===== config.mk =====
export PLATFORM = sky130hd
export DESIGN_NAME = atc_top
export DESIGN_NICKNAME = d
export VERILOG_FILES = /design/src/verilog/atc_pkg.sv /design/src/verilog/atc_trig.sv /design/src/verilog/atc_sar.sv /design/src/verilog/atc_top.sv
export SDC_FILE = /design/constraint.sdc
export NUM_CORES = 1
export LEC_CHECK = 0
export BUFFER_PORTS_ARGS = -buffer_cell sky130_fd_sc_hd__buf_2
export CORE_AREA = 10 10 138 140
export CTS_CLUSTER_DIAMETER = 40
export DETAILED_ROUTE_END_ITERATION = 16
export DIE_AREA = 0 0 148 150
export GPL_TIMING_DRIVEN = 0
export SLEW_MARGIN = 40
export SYNTH_ARGS = -nofsm -noshare
export SYNTH_HDL_FRONTEND = slang
export SYNTH_SLANG_ARGS = --single-unit

===== constraint.sdc =====
create_clock -name CLOCK -period 8.6 [get_ports CLOCK]
set_input_delay 0.86 -clock CLOCK [delete_from_list [all_inputs] [get_ports CLOCK]]
set_output_delay 0.86 -clock CLOCK [all_outputs]
set_load 0.02 [all_outputs]

===== src/verilog/atc_pkg.sv =====
// constants, types and decode functions for the converter control block
// What this block does
// - rising edge on selected trigger source sets the start bit in hardware
// - only rising edges start conversions; a steady high level starts once
// - select codes 1-4 and 16-17 map to timer period and overflow sources
// - codes 5-15 map to timer-2 match, comparators, logic cells, capture units
// - select code zero disables auto-triggering; software start only
// - timer overflow event is the moment the timer sets its flag
// - trigger edges are ignored while the device sleeps
// - channel codes 3f,3e,3d,3c route reference, dac, temperature, ground
// - port A, B, C channel codes; reserved codes connect no channel
// - software writes start bit; held during conversion, cleared at end
// - enable bit turns converter on; clear means converter off
// - format bit picks right or left justified result with zero fill
// - clock field picks system clock /2,/8,/32,/4,/16,/64 or rc oscillator
// - negative reference bit picks ground or pin; disabled means all open
// - positive reference field picks supply, pin or fixed reference
// - on completion clear start bit, set flag, load result registers
// - a full conversion takes twelve conversion clock periods
// - start bit cleared early stops and loads partial result, filled
package atc_pkg;

    // ==========================================================
    // register map, byte addresses of 32-bit words
    localparam logic [7:0] ATC_ADDR_CTRL0 = 8'h00;
    localparam logic [7:0] ATC_ADDR_CTRL1 = 8'h04;
    localparam logic [7:0] ATC_ADDR_TRIG = 8'h08;
    localparam logic [7:0] ATC_ADDR_RESH = 8'h0c;
    localparam logic [7:0] ATC_ADDR_RESL = 8'h10;
    localparam logic [7:0] ATC_ADDR_STAT = 8'h14;

    // ==========================================================
    // field positions and reset values
    localparam int ATC_EN_BIT = 0;
    localparam int ATC_GO_BIT = 1;
    localparam int ATC_CHAN_LSB = 2;
    localparam int ATC_FMT_BIT = 7;
    localparam int ATC_CS_LSB = 4;
    localparam int ATC_NREF_BIT = 2;
    localparam int ATC_PREF_LSB = 0;
    localparam int ATC_FLAG_BIT = 0;
    localparam int ATC_BUSY_BIT = 1;
    localparam logic [7:0] ATC_CTRL_RESET = 8'h00;

    // ==========================================================
    // conversion timing and codes
    localparam logic [3:0] ATC_CONV_PERIODS = 4'hc;
    localparam logic [3:0] ATC_RES_BITS = 4'ha;
    localparam logic [4:0] ATC_TRIG_NONE = 5'h00;
    localparam logic [2:0] ATC_CS_RC = 3'h3;

    typedef enum logic {ATC_CV_IDLE, ATC_CV_RUN} atc_conv_t;

    // system clock division for a clock code; rc codes return zero
    function automatic logic [6:0] atc_period_div(input logic [2:0] code);
        unique case (code)
            3'h0: atc_period_div = 7'h02;
            3'h1: atc_period_div = 7'h08;
            3'h2: atc_period_div = 7'h20;
            3'h4: atc_period_div = 7'h04;
            3'h5: atc_period_div = 7'h10;
            3'h6: atc_period_div = 7'h40;
            default: atc_period_div = 7'h00;
        endcase
    endfunction

    // codes 011 and 111 select the dedicated rc oscillator
    function automatic logic atc_is_rc(input logic [2:0] code);
        atc_is_rc = (code[1:0] == ATC_CS_RC[1:0]);
    endfunction

    // a channel code that connects some input to the sample stage
    function automatic logic atc_chan_valid(input logic [5:0] code);
        atc_chan_valid = (code <= 6'h05 && code != 6'h03)
            || (code >= 6'h0c && code <= 6'h17)
            || (code >= 6'h3c);
    endfunction

endpackage


===== src/verilog/atc_trig.sv =====
// trigger source selector with synchroniser and rising edge detector
`timescale 1ns/1ps
module atc_trig
    import atc_pkg::*;
#(
    parameter int TRIG_N = 18
)
(
    input wire logic clk,
    input wire logic rst,
    input wire logic [4:0] sel,
    input wire logic [TRIG_N-1:0] src,
    output logic edge_pulse
);
    logic pick;
    logic s1_reg;
    logic s2_reg;
    logic s3_reg;

    if (TRIG_N < 18 || TRIG_N > 32)
        $error("atc_trig: TRIG_N must lie in 18..32");

    // ==========================================================
    // source mux; index equals select code, code zero unwired
    // timer inputs are their interrupt flags, so a flag set is the edge
    always_comb
    begin
        pick = 1'b0;
        if (sel != ATC_TRIG_NONE && 32'(sel) < TRIG_N)
            pick = src[sel];
    end

    // two-stage synchroniser then one history flop
    always_ff @(posedge clk or posedge rst)
    begin
        if (rst)
        begin
            s1_reg <= 1'b0;
            s2_reg <= 1'b0;
            s3_reg <= 1'b0;
        end
        else
        begin
            s1_reg <= pick;
            s2_reg <= s1_reg;
            s3_reg <= s2_reg;
        end
    end

    // one pulse per rising edge; a held level gives no more
    always_ff @(posedge clk or posedge rst)
    begin
        if (rst)
            edge_pulse <= 1'b0;
        else
            edge_pulse <= s2_reg & ~s3_reg;
    end
endmodule


===== src/verilog/atc_sar.sv =====
// successive approximation sequencer counting conversion clock periods
`timescale 1ns/1ps
module atc_sar
    import atc_pkg::*;
(
    input wire logic clk,
    input wire logic rst,
    input wire logic period_tick,
    input wire logic go,
    input wire logic comp_in,
    output logic busy,
    output logic sample,
    output logic [9:0] trial,
    output logic load,
    output logic complete,
    output logic [9:0] result
);
    atc_conv_t state_reg;
    logic [3:0] period_reg;
    logic [3:0] done_reg;
    logic last_reg;
    logic [9:0] fill;

    // ==========================================================
    // partial result: undecided bits copy the last decided bit
    always_comb
    begin
        fill = trial;
        for (int i = 0; i < 10; i++)
            if (32'(i) < 32'(ATC_RES_BITS - done_reg))
                fill[i] = last_reg;
    end

    assign busy = (state_reg == ATC_CV_RUN);

    // sequencer: tick 0 ends sampling, ticks 1..10 decide bits,
    // tick 11 closes the twelve-period conversion
    always_ff @(posedge clk or posedge rst)
    begin
        if (rst)
        begin
            state_reg <= ATC_CV_IDLE;
            period_reg <= 4'h0;
            done_reg <= 4'h0;
            last_reg <= 1'b0;
            sample <= 1'b0;
            trial <= 10'h000;
            load <= 1'b0;
            complete <= 1'b0;
            result <= 10'h000;
        end
        else
        begin
            load <= 1'b0;
            unique case (state_reg)
                ATC_CV_IDLE:
                    if (go && !load) // start bit still up on the load cycle
                    begin
                        state_reg <= ATC_CV_RUN;
                        period_reg <= 4'h0;
                        done_reg <= 4'h0;
                        last_reg <= 1'b0;
                        sample <= 1'b1;
                        trial <= 10'h000;
                    end
                ATC_CV_RUN:
                    if (!go)
                    begin
                        state_reg <= ATC_CV_IDLE;
                        sample <= 1'b0;
                        load <= 1'b1;
                        complete <= 1'b0;
                        result <= fill;
                    end
                    else if (period_tick)
                    begin
                        period_reg <= period_reg + 4'h1;
                        if (period_reg == 4'h0)
                        begin
                            sample <= 1'b0;
                            trial <= 10'h200;
                        end
                        else if (period_reg <= ATC_RES_BITS)
                        begin
                            trial[ATC_RES_BITS - period_reg] <= comp_in;
                            if (period_reg < ATC_RES_BITS)
                                trial[ATC_RES_BITS - period_reg - 4'h1] <= 1'b1;
                            last_reg <= comp_in;
                            done_reg <= done_reg + 4'h1;
                        end
                        else if (period_reg == ATC_CONV_PERIODS - 4'h1)
                        begin
                            state_reg <= ATC_CV_IDLE;
                            load <= 1'b1;
                            complete <= 1'b1;
                            result <= trial;
                        end
                    end
            endcase
        end
    end
endmodule


===== src/verilog/atc_top.sv =====
// converter control: registers, trigger start, clock divider, result load
//
// Our own choices: the Wishbone interface to the registers and the register offsets.
`timescale 1ns/1ps
module atc_top
    import atc_pkg::*;
#(
    parameter int TRIG_N = 18
)
(
    input wire logic CLOCK,
    input wire logic RESET,
    input wire logic WB_CYC_I,
    input wire logic WB_STB_I,
    input wire logic WB_WE_I,
    input wire logic [7:0] WB_ADR_I,
    input wire logic [3:0] WB_SEL_I,
    input wire logic [31:0] WB_DAT_I,
    output logic [31:0] WB_DAT_O,
    output logic WB_ACK_O,
    input wire logic [TRIG_N-1:0] TRIG_SRC,
    input wire logic SLEEP,
    input wire logic RC_TICK,
    input wire logic COMP_IN,
    output logic ANA_ENABLE,
    output logic ANA_MUX_CONNECT,
    output logic [5:0] ANA_CHANNEL,
    output logic ANA_NREF_EXT,
    output logic [1:0] ANA_PREF_SEL,
    output logic ANA_RC_SEL,
    output logic ANA_SAMPLE,
    output logic [9:0] ANA_TRIAL,
    output logic CONV_DONE_FLAG
);
    logic [7:0] ctrl1_reg;
    logic [4:0] trig_sel_reg;
    logic [5:0] chan_reg;
    logic en_reg;
    logic go_reg;
    logic flag_reg;
    logic [7:0] resh_reg;
    logic [7:0] resl_reg;
    logic [6:0] div_reg;
    logic period_tick_reg;
    logic wr_fire;
    logic wr_lane;
    logic trig_edge;
    logic go_set;
    logic go_clr;
    logic rc_mode;
    logic busy;
    logic load;
    logic complete;
    logic [9:0] result;
    logic [7:0] rd_data;

    // ==========================================================
    // bus side: write lands on the edge where ack is seen high
    assign wr_fire = WB_CYC_I & WB_STB_I & WB_WE_I & WB_ACK_O;
    assign wr_lane = wr_fire & WB_SEL_I[0];
    assign rc_mode = atc_is_rc(ctrl1_reg[ATC_CS_LSB +: 3]);

    // single-cycle ack, dropped the cycle after it is given
    always_ff @(posedge CLOCK or posedge RESET)
    begin
        if (RESET)
            WB_ACK_O <= 1'b0;
        else
            WB_ACK_O <= WB_CYC_I & WB_STB_I & ~WB_ACK_O;
    end

    // read mux; unmapped words read as zero
    always_comb
    begin
        unique case (WB_ADR_I)
            ATC_ADDR_CTRL0: rd_data = {chan_reg, go_reg, en_reg};
            ATC_ADDR_CTRL1: rd_data = {ctrl1_reg[7:4], 1'b0, ctrl1_reg[2:0]};
            ATC_ADDR_TRIG: rd_data = {3'h0, trig_sel_reg};
            ATC_ADDR_RESH: rd_data = resh_reg;
            ATC_ADDR_RESL: rd_data = resl_reg;
            ATC_ADDR_STAT: rd_data = {6'h00, busy, flag_reg};
            default: rd_data = 8'h00;
        endcase
    end

    // read data registered alongside the ack
    always_ff @(posedge CLOCK or posedge RESET)
    begin
        if (RESET)
            WB_DAT_O <= 32'h0000_0000;
        else if (WB_CYC_I && WB_STB_I && !WB_WE_I && !WB_ACK_O)
            WB_DAT_O <= {24'h00_0000, rd_data};
    end

    // ==========================================================
    // configuration registers
    always_ff @(posedge CLOCK or posedge RESET)
    begin
        if (RESET)
        begin
            ctrl1_reg <= ATC_CTRL_RESET;
            trig_sel_reg <= ATC_CTRL_RESET[4:0];
            chan_reg <= ATC_CTRL_RESET[7:2];
            en_reg <= 1'b0;
        end
        else if (wr_lane)
        begin
            if (WB_ADR_I == ATC_ADDR_CTRL0)
            begin
                chan_reg <= WB_DAT_I[ATC_CHAN_LSB +: 6];
                en_reg <= WB_DAT_I[ATC_EN_BIT];
            end
            if (WB_ADR_I == ATC_ADDR_CTRL1)
                ctrl1_reg <= {WB_DAT_I[7:4], 1'b0, WB_DAT_I[2:0]};
            if (WB_ADR_I == ATC_ADDR_TRIG)
                trig_sel_reg <= WB_DAT_I[4:0];
        end
    end

    // ==========================================================
    // start bit: a start request beats any clear in the same cycle
    assign go_set = en_reg && ((wr_lane && WB_ADR_I == ATC_ADDR_CTRL0
        && WB_DAT_I[ATC_GO_BIT])
        || (trig_edge && !SLEEP));
    // sleep without the rc clock aborts, as does turning the module off
    assign go_clr = (wr_lane && WB_ADR_I == ATC_ADDR_CTRL0
        && !WB_DAT_I[ATC_GO_BIT]) || (load && complete) || !en_reg
        || (SLEEP && !rc_mode);

    always_ff @(posedge CLOCK or posedge RESET)
    begin
        if (RESET)
            go_reg <= 1'b0;
        else if (go_set)
            go_reg <= 1'b1;
        else if (go_clr)
            go_reg <= 1'b0;
    end

    // ==========================================================
    // conversion clock period tick from the divider or rc input
    always_ff @(posedge CLOCK or posedge RESET)
    begin
        if (RESET)
        begin
            div_reg <= 7'h00;
            period_tick_reg <= 1'b0;
        end
        else if (!busy)
        begin
            div_reg <= 7'h00;
            period_tick_reg <= 1'b0;
        end
        else if (rc_mode)
            period_tick_reg <= RC_TICK;
        else if (div_reg == atc_period_div(ctrl1_reg[ATC_CS_LSB +: 3]) - 7'h1)
        begin
            div_reg <= 7'h00;
            period_tick_reg <= 1'b1;
        end
        else
        begin
            div_reg <= div_reg + 7'h1;
            period_tick_reg <= 1'b0;
        end
    end

    // ==========================================================
    // result load and completion flag; flag set beats a clear
    always_ff @(posedge CLOCK or posedge RESET)
    begin
        if (RESET)
        begin
            resh_reg <= 8'h00;
            resl_reg <= 8'h00;
        end
        else if (load)
        begin
            if (ctrl1_reg[ATC_FMT_BIT])
            begin
                resh_reg <= {6'h00, result[9:8]};
                resl_reg <= result[7:0];
            end
            else
            begin
                resh_reg <= result[9:2];
                resl_reg <= {result[1:0], 6'h00};
            end
        end
    end

    always_ff @(posedge CLOCK or posedge RESET)
    begin
        if (RESET)
            flag_reg <= 1'b0;
        else if (load && complete)
            flag_reg <= 1'b1;
        else if (wr_lane && WB_ADR_I == ATC_ADDR_STAT
            && WB_DAT_I[ATC_FLAG_BIT])
            flag_reg <= 1'b0;
    end

    // ==========================================================
    // analog controls; mux opens whole while disabled or on reserved code
    always_ff @(posedge CLOCK or posedge RESET)
    begin
        if (RESET)
        begin
            ANA_ENABLE <= 1'b0;
            ANA_MUX_CONNECT <= 1'b0;
            ANA_CHANNEL <= 6'h00;
            ANA_NREF_EXT <= 1'b0;
            ANA_PREF_SEL <= 2'h0;
            ANA_RC_SEL <= 1'b0;
            CONV_DONE_FLAG <= 1'b0;
        end
        else
        begin
            ANA_ENABLE <= en_reg;
            ANA_MUX_CONNECT <= en_reg && atc_chan_valid(chan_reg);
            ANA_CHANNEL <= chan_reg;
            ANA_NREF_EXT <= en_reg && ctrl1_reg[ATC_NREF_BIT];
            ANA_PREF_SEL <= ctrl1_reg[ATC_PREF_LSB +: 2];
            ANA_RC_SEL <= rc_mode;
            CONV_DONE_FLAG <= flag_reg;
        end
    end

    // ==========================================================
    // submodules
    atc_trig #(.TRIG_N(TRIG_N)) u_trig (
        .clk(CLOCK),
        .rst(RESET),
        .sel(trig_sel_reg),
        .src(TRIG_SRC),
        .edge_pulse(trig_edge)
    );

    atc_sar u_sar (
        .clk(CLOCK),
        .rst(RESET),
        .period_tick(period_tick_reg),
        .go(go_reg),
        .comp_in(COMP_IN),
        .busy(busy),
        .sample(ANA_SAMPLE),
        .trial(ANA_TRIAL),
        .load(load),
        .complete(complete),
        .result(result)
    );
endmodule


[Yosys cells after proc, flatten, opt, wreduce, memory -nomap -nowiden]
Index checks and enable logic that the tools add are counted.
Storage, ports and cells
  register bits: 104
  bits in read-only memories: 0
  output and inout bits: 57
  logic and storage cells: 229
  memories kept: 0
  bits of input ports: 70
  latch bits: 0
  memory bits (writable): 0
Operators by class
  bitwise operators: 10
  multiply operators: 0
  div/mod/pow operators: 0
  order comparisons: 22
  add/sub/neg operators: 7
  muxes and demuxes: 84
  shifts and indexed selects: 0
  reductions and logical operators: 47
  equality and inequality tests: 27
Operators by type and width (number)
  3-bit by 32-bit less-than comparator with 1-bit output (first input constant): 4
  10-bit 2-to-1 mux: 11
  1-bit by 32-bit less-than comparator with 1-bit output (first input constant): 2
  2-bit by 32-bit less-than comparator with 1-bit output (first input constant): 2
  4-bit by 32-bit less-than comparator with 1-bit output (first input constant): 2
  8-bit case mux with 6 select lines: 1
  1-bit 2-to-1 mux: 47
  7-bit case mux with 6 select lines: 1
  7-bit 2-to-1 mux: 5
  4-bit 2-to-1 mux: 7
  1-bit logical AND: 20
  10-bit case mux with 2 select lines: 1
  8-bit by 4-bit == test with 1-bit output (second input constant): 2
  8-bit by 5-bit == test with 1-bit output (second input constant): 2
  8-bit 2-to-1 mux: 2
  4-bit case mux with 2 select lines: 2
  2-bit inequality test (second input constant): 7
  10-bit bitwise mux: 1
  4-bit by 5-bit less-than comparator with 1-bit output (second input constant): 2
  10-bit bitwise OR: 1
  5-bit AND reduction: 2
  3-bit == test (second input constant): 3
  3-bit inequality test (second input constant): 3
  4-bit by 1-bit adder with 4-bit output (second input constant): 2
  37 further kinds: 65

[Longest topological paths before layout]
  depth after elaboration: 13
  mapped depth: 10

[Modules after synthesis]
A second synthesis with hierarchy kept.
Second synthesis, totals
  cells, all modules: 606
  area total of the unflattened synthesis: 6004.5 sq um
Modules (own cells, without submodules)
  atc_top: area an instance 3338.2 sq um, instances 1, cells an instance 320, seq. area each 1676.6 sq um
  atc_sar: area an instance 2373.5 sq um, instances 1, cells an instance 261, seq. area each 825.8 sq um
  atc_trig: area an instance 292.8 sq um, instances 1, cells an instance 25, seq. area each 100.1 sq um

[Worst setup path after synthesis]
No wires, ideal clock.
  kind: input port to flip-flop
  from: input port WB_ADR_I[2]
  to: register chan_reg[0]
  required time: 8.473 ns
  setup slack: 6.095 ns
  path buffers: 2
  arrival: 2.378 ns
  setup time: 0.127 ns
  stages: 6
  path through: buf_2 > or3_1 > or3_4 > nor4_4 > buf_6 > mux2_1
On the way
  cells in the longest elaborated chain, start to end: 2
Ends and longest elaborated chain
  start, declared: line atc_top.sv:16  | input wire logic [7:0] WB_ADR_I,
  8-bit zero test: line atc_top.sv:108  | if (WB_ADR_I == ATC_ADDR_CTRL0)
  2-bit AND reduction (no line)
  end signal, assigned: line atc_top.sv:103  | chan_reg <= ATC_CTRL_RESET[7:2];
  end signal, assigned: line atc_top.sv:110  | chan_reg <= WB_DAT_I[ATC_CHAN_LSB +: 6];
  end, declared: line atc_top.sv:37  | logic [5:0] chan_reg;
Every way passes these cells.
A chain may end at the register's enable or synchronous reset.

[Worst setup path after layout]
  from: register ctrl1_reg[4]
  to: register div_reg[2]
On the way
  cells in the longest elaborated chain, start to end: 9
  elaborated cells between the ends (all ways): 16
Ends and longest elaborated chain
  start, declared: line atc_top.sv:35  | logic [7:0] ctrl1_reg;
  start signal, assigned: line atc_top.sv:114  | ctrl1_reg <= {WB_DAT_I[7:4], 1'b0, WB_DAT_I[2:0]};
  3-bit == test (tied with other cells): line atc_pkg.sv:56  | unique case (code)
  7-bit case mux with 6 select lines: line atc_pkg.sv:56
  7-bit 2-to-1 mux: line atc_top.sv:154  | else if (rc_mode)
  7-bit 2-to-1 mux: line atc_top.sv:149  | else if (!busy)
  7-bit by 1-bit subtractor with 7-bit output: line atc_top.sv:156  | else if (div_reg == atc_period_div(ctrl1_reg[ATC_CS_LSB +: 3]) - 7'h1)
  7-bit == test: line atc_top.sv:156
  7-bit 2-to-1 mux: line atc_top.sv:156
  7-bit 2-to-1 mux: line atc_top.sv:154
  7-bit 2-to-1 mux: line atc_top.sv:149
  end signal, assigned: line atc_top.sv:163  | div_reg <= div_reg + 7'h1;
  end, declared: line atc_top.sv:43  | logic [6:0] div_reg;
Several ways; a longest one is shown, not always the timed one. The select of a mux whose other input is x is not followed.

==> results.txt <==
The number of clock sinks seen by CTS is 104. The post-synthesis sequential area ratio is 46.2%. The number of hold violations in the final report is 0. The hold buffer count at cts is 0. In the synthesized netlist the dominant register cell turns out to be dfrtp_1. In this run the cell area measured after placement is 0.00639 mm². The final antenna diode count came out at 0. After the first detailed-routing iteration, the DRC count stood at 284. In this run, synthesis produced a sequential element count of 104. For the worst flop-to-flop path, the logic depth is 9. The total routing resource utilization after global routing is 13.3%. In the synthesized netlist the async set-or-reset flop fraction comes to 100%. The final net count is 743.

The cell area after layout is 0.00669 mm². The worst min-delay path startpoint is u_trig.s1_reg. The post-route clock period utilization came out at 31.3%. The transition at the pin with the smallest max-transition slack is 687 ps.

The reported leakage power came out at 3.13 nW. STA classifies the critical path startpoint as a flop. The number of filler cells placed in the layout came out at 1645.

The minimum setup slack among reg-to-reg paths came out at 5900 ps. The startpoint of the most critical register-to-register path is ctrl1_reg[4]. The routed wire length came out at 14.6 mm.

The wire length per cell after detailed routing came out at 16.5 µm. The final weighted congestion in routability-driven placement is 0.899. The maximum number of pins on one net before global-route repair came out at 82. The total of max-cap violations came out at 0.

The die covers 0.0222 mm². The time the final worst path needs with I/O delays and setup came out at 2700 ps. The termination of the worst setup path is div_reg[2]. The maximum operating frequency is 0.371 GHz. The worst voltage drop across the vdd grid came out at 106 µV.

After detailed routing, the number of remaining DRC violations is 0. In this run the cell area of the synthesized design comes to 0.00564 mm². The arrival time at the worst endpoint came out at 2970 ps.

The post-cts resize count is 0. The sum of net half-perimeters after detailed placement is 11.2 mm. From left edge to right edge, the die measures 148 µm.

The number of max-slew violations in the final report came out at 0. Setup repair after global routing left no endpoint under its margin. The number of top-level pins came out at 127. The via count of the first global-routing pass came out at 4487. The number of instances in the synthesized netlist came out at 554. The first-pass GRT wire length came out at 23.8 mm.

After floorplanning, the core was divided into 47 placement rows. TritonCTS built the clock tree. The count of nets left with antenna violations after detail routing is 0.

Setup violations remaining at the end of the flow were counted as 0. The area growth from synthesis to final layout came out at 18.8%. The first detailed-routing pass took 4 iterations. The number of antenna violations at the first check in global routing is 0.

The most common cell after layout, fill and taps aside is dfrtp_1. The post-CTS clock slew at the launch and capture registers of the worst setup and hold paths is 80 ps. The worst register-to-register path ends at div_reg[2].

For this configuration, the core starts out at a cell density of 34.5%. The share of final-layout standard cells stronger than drive strength 1 is 22.9%. STA classifies the critical path endpoint as a flop. The synthesis warning total is 0. The die outline height came out at 150 µm.

Clock tree synthesis inserted a total of 9 buffers. The buffer levels on the longest clock path came out at 2. The maximum fanout count along the critical path is 10. The flow ran to the end, and the final reports show no timing, DRC or antenna violations. The count of cell types in the netlist came out at 60. The post-CTS setup repair buffer count is 0. The detail-routed via count per cell is 5.02. The sum of negative setup slack is 0 ps.

The largest registers in the layout are u_sar.result (10), u_sar.trial (10). The H-tree level count came out at 3. The total power per unit cell area is 157 mW/mm².

After global routing the overflow that remains totals 0. During placement, the flow inserted port buffers numbering 72. In the layout the commonest cells are dfrtp_1 (104), buf_2 (79), nand2_1 (47), nor2_1 (42), a21oi_1 (31). STA puts the critical path data required time at 8880 ps. The root buffer cell is clkbuf_16. The core region is 0.0163 mm². The relative slew slack is 53.7%. The worst clock skew is 8.90 ps. The clock latency on the worst-skew pair came out at 350 ps. The tightest min-delay check is of the reg -> reg type. The count of flip-flops with a built-in enable after synthesis is 0.

The critical path class is reg -> reg. Summing over every cut layer, the via total after detailed routing is 4439. The most critical setup path has its startpoint at ctrl1_reg[4]. The synthesized area per cell is 10.2 µm².
Yosys cell counts (all sizes together) (3+ instances only):
cell type,instances,area [µm²]
nor2,44,170
a22o,21,184
a22oi,5,37.5
nand2,47,176
o21a,3,22.5
nor3,6,40.0
xnor2,12,105
ha,12,150
and2,8,50.1
a21boi,6,45.1
clkbuf,17,63.8
nand3,10,50.1
or3,5,36.3
a31oi,11,83.8
dfrtp,104,2600
mux2i,22,220
mux4,7,158
nor2b,9,56.3
a221o,5,50.1
nor3b,3,27.5
a21oi,31,155
nand2b,12,75.1
o21ai,39,195
a221oi,4,35.0
inv,17,63.8
nor4,5,46.3
buf,34,238
and3,11,68.8
mux2,21,236
nand4,4,25.0
worst min path at each step:
| stage | to | slack (ps) | depth (start not counted) |
|---|---|---|---|
| final | u_trig.s2_reg | 360 | 0 |
| after global routing | u_trig.s2_reg | 380 | 0 |
| after CTS | u_trig.s2_reg | 360 | 0 |
| after detailed placement | u_trig.s2_reg | 350 | 0 |
| after global placement | u_trig.s2_reg | 340 | 0 |
| after floorplan | u_trig.s2_reg | 330 | 0 |
cell families (layout without fill, tap and decap cells):
family / after synthesis / in the layout / synth area share (%)
mux: 50 / 50 / 10.9
xor+xnor: 14 / 14 / 2.18
buf+inv: 68 / 156 / 6.48
simple gates: 169 / 169 / 15.3
other cells: 1 / 24 / 0.0665
flops: 104 / 104 / 46.2
fa+ha+maj: 12 / 12 / 2.66
compound gates: 136 / 136 / 16.2
metrics by stage:
step / setup slack (ps) / instances / utilization, % / hold WS (ps) / power [mW]
3_5_place_dp: 5890 / 870 / 39.1 / 347 / 0.635
5_1_grt: 5700 / 885 / 40.9 / 381 / 1.09
2_1_floorplan: 5010 / 577 / - / 331 / 0.599
4_1_cts: 5880 / 885 / 40.9 / 364 / 1.06
3_3_place_gp: 3850 / 869 / 38.9 / 341 / 0.629
6_report: 5900 / 885 / 40.9 / 359 / 1.05
critical path, cell delays in order (launching register included):
cell	delay (ps)
dfrtp_1	380
clkbuf_1	220
or3_1	420
ha_1	260
or4b_1	510
o211ai_2	90
xnor2_1	140
a31oi_4	330
nand2b_1	100
a31oi_1	170
routing by layer:
| metal | GRT usage, % | vias up | wire [µm] |
|---|---|---|---|
| li1 | - | 2142 | - |
| met5 | 0 | - | 0 |
| met2 | 20.4 | 128 | 6580 |
| met3 | 4.32 | 20 | 1050 |
| met1 | 16.9 | 2149 | 6640 |
| met4 | 5.35 | 0 | 359 |
power by group:
part / internal [mW] / total [mW] / leakage [nW] / switching (mW)
clock: 0.229 / 0.424 / 0.148 / 0.194
combinational: 0.0409 / 0.0953 / 1.61 / 0.0544
sequential: 0.511 / 0.530 / 1.38 / 0.0192
total: 0.781 / 1.05 / 3.13 / 0.268
area by class of cell:
class,instances,area [µm²],share of cell area (%)
Buffer,51,302,4.50
Clock buffer,9,225,3.36
Clock inverter,6,76.3,1.14
Inverter,17,71.3,1.07
Multi-Input combinational cell,405,2750,41.1
Sequential cell,104,2600,38.9
Tap cell,220,275,4.11
Timing Repair Buffer,73,388,5.79
No activity file was read; power rests on OpenSTA's default activity.
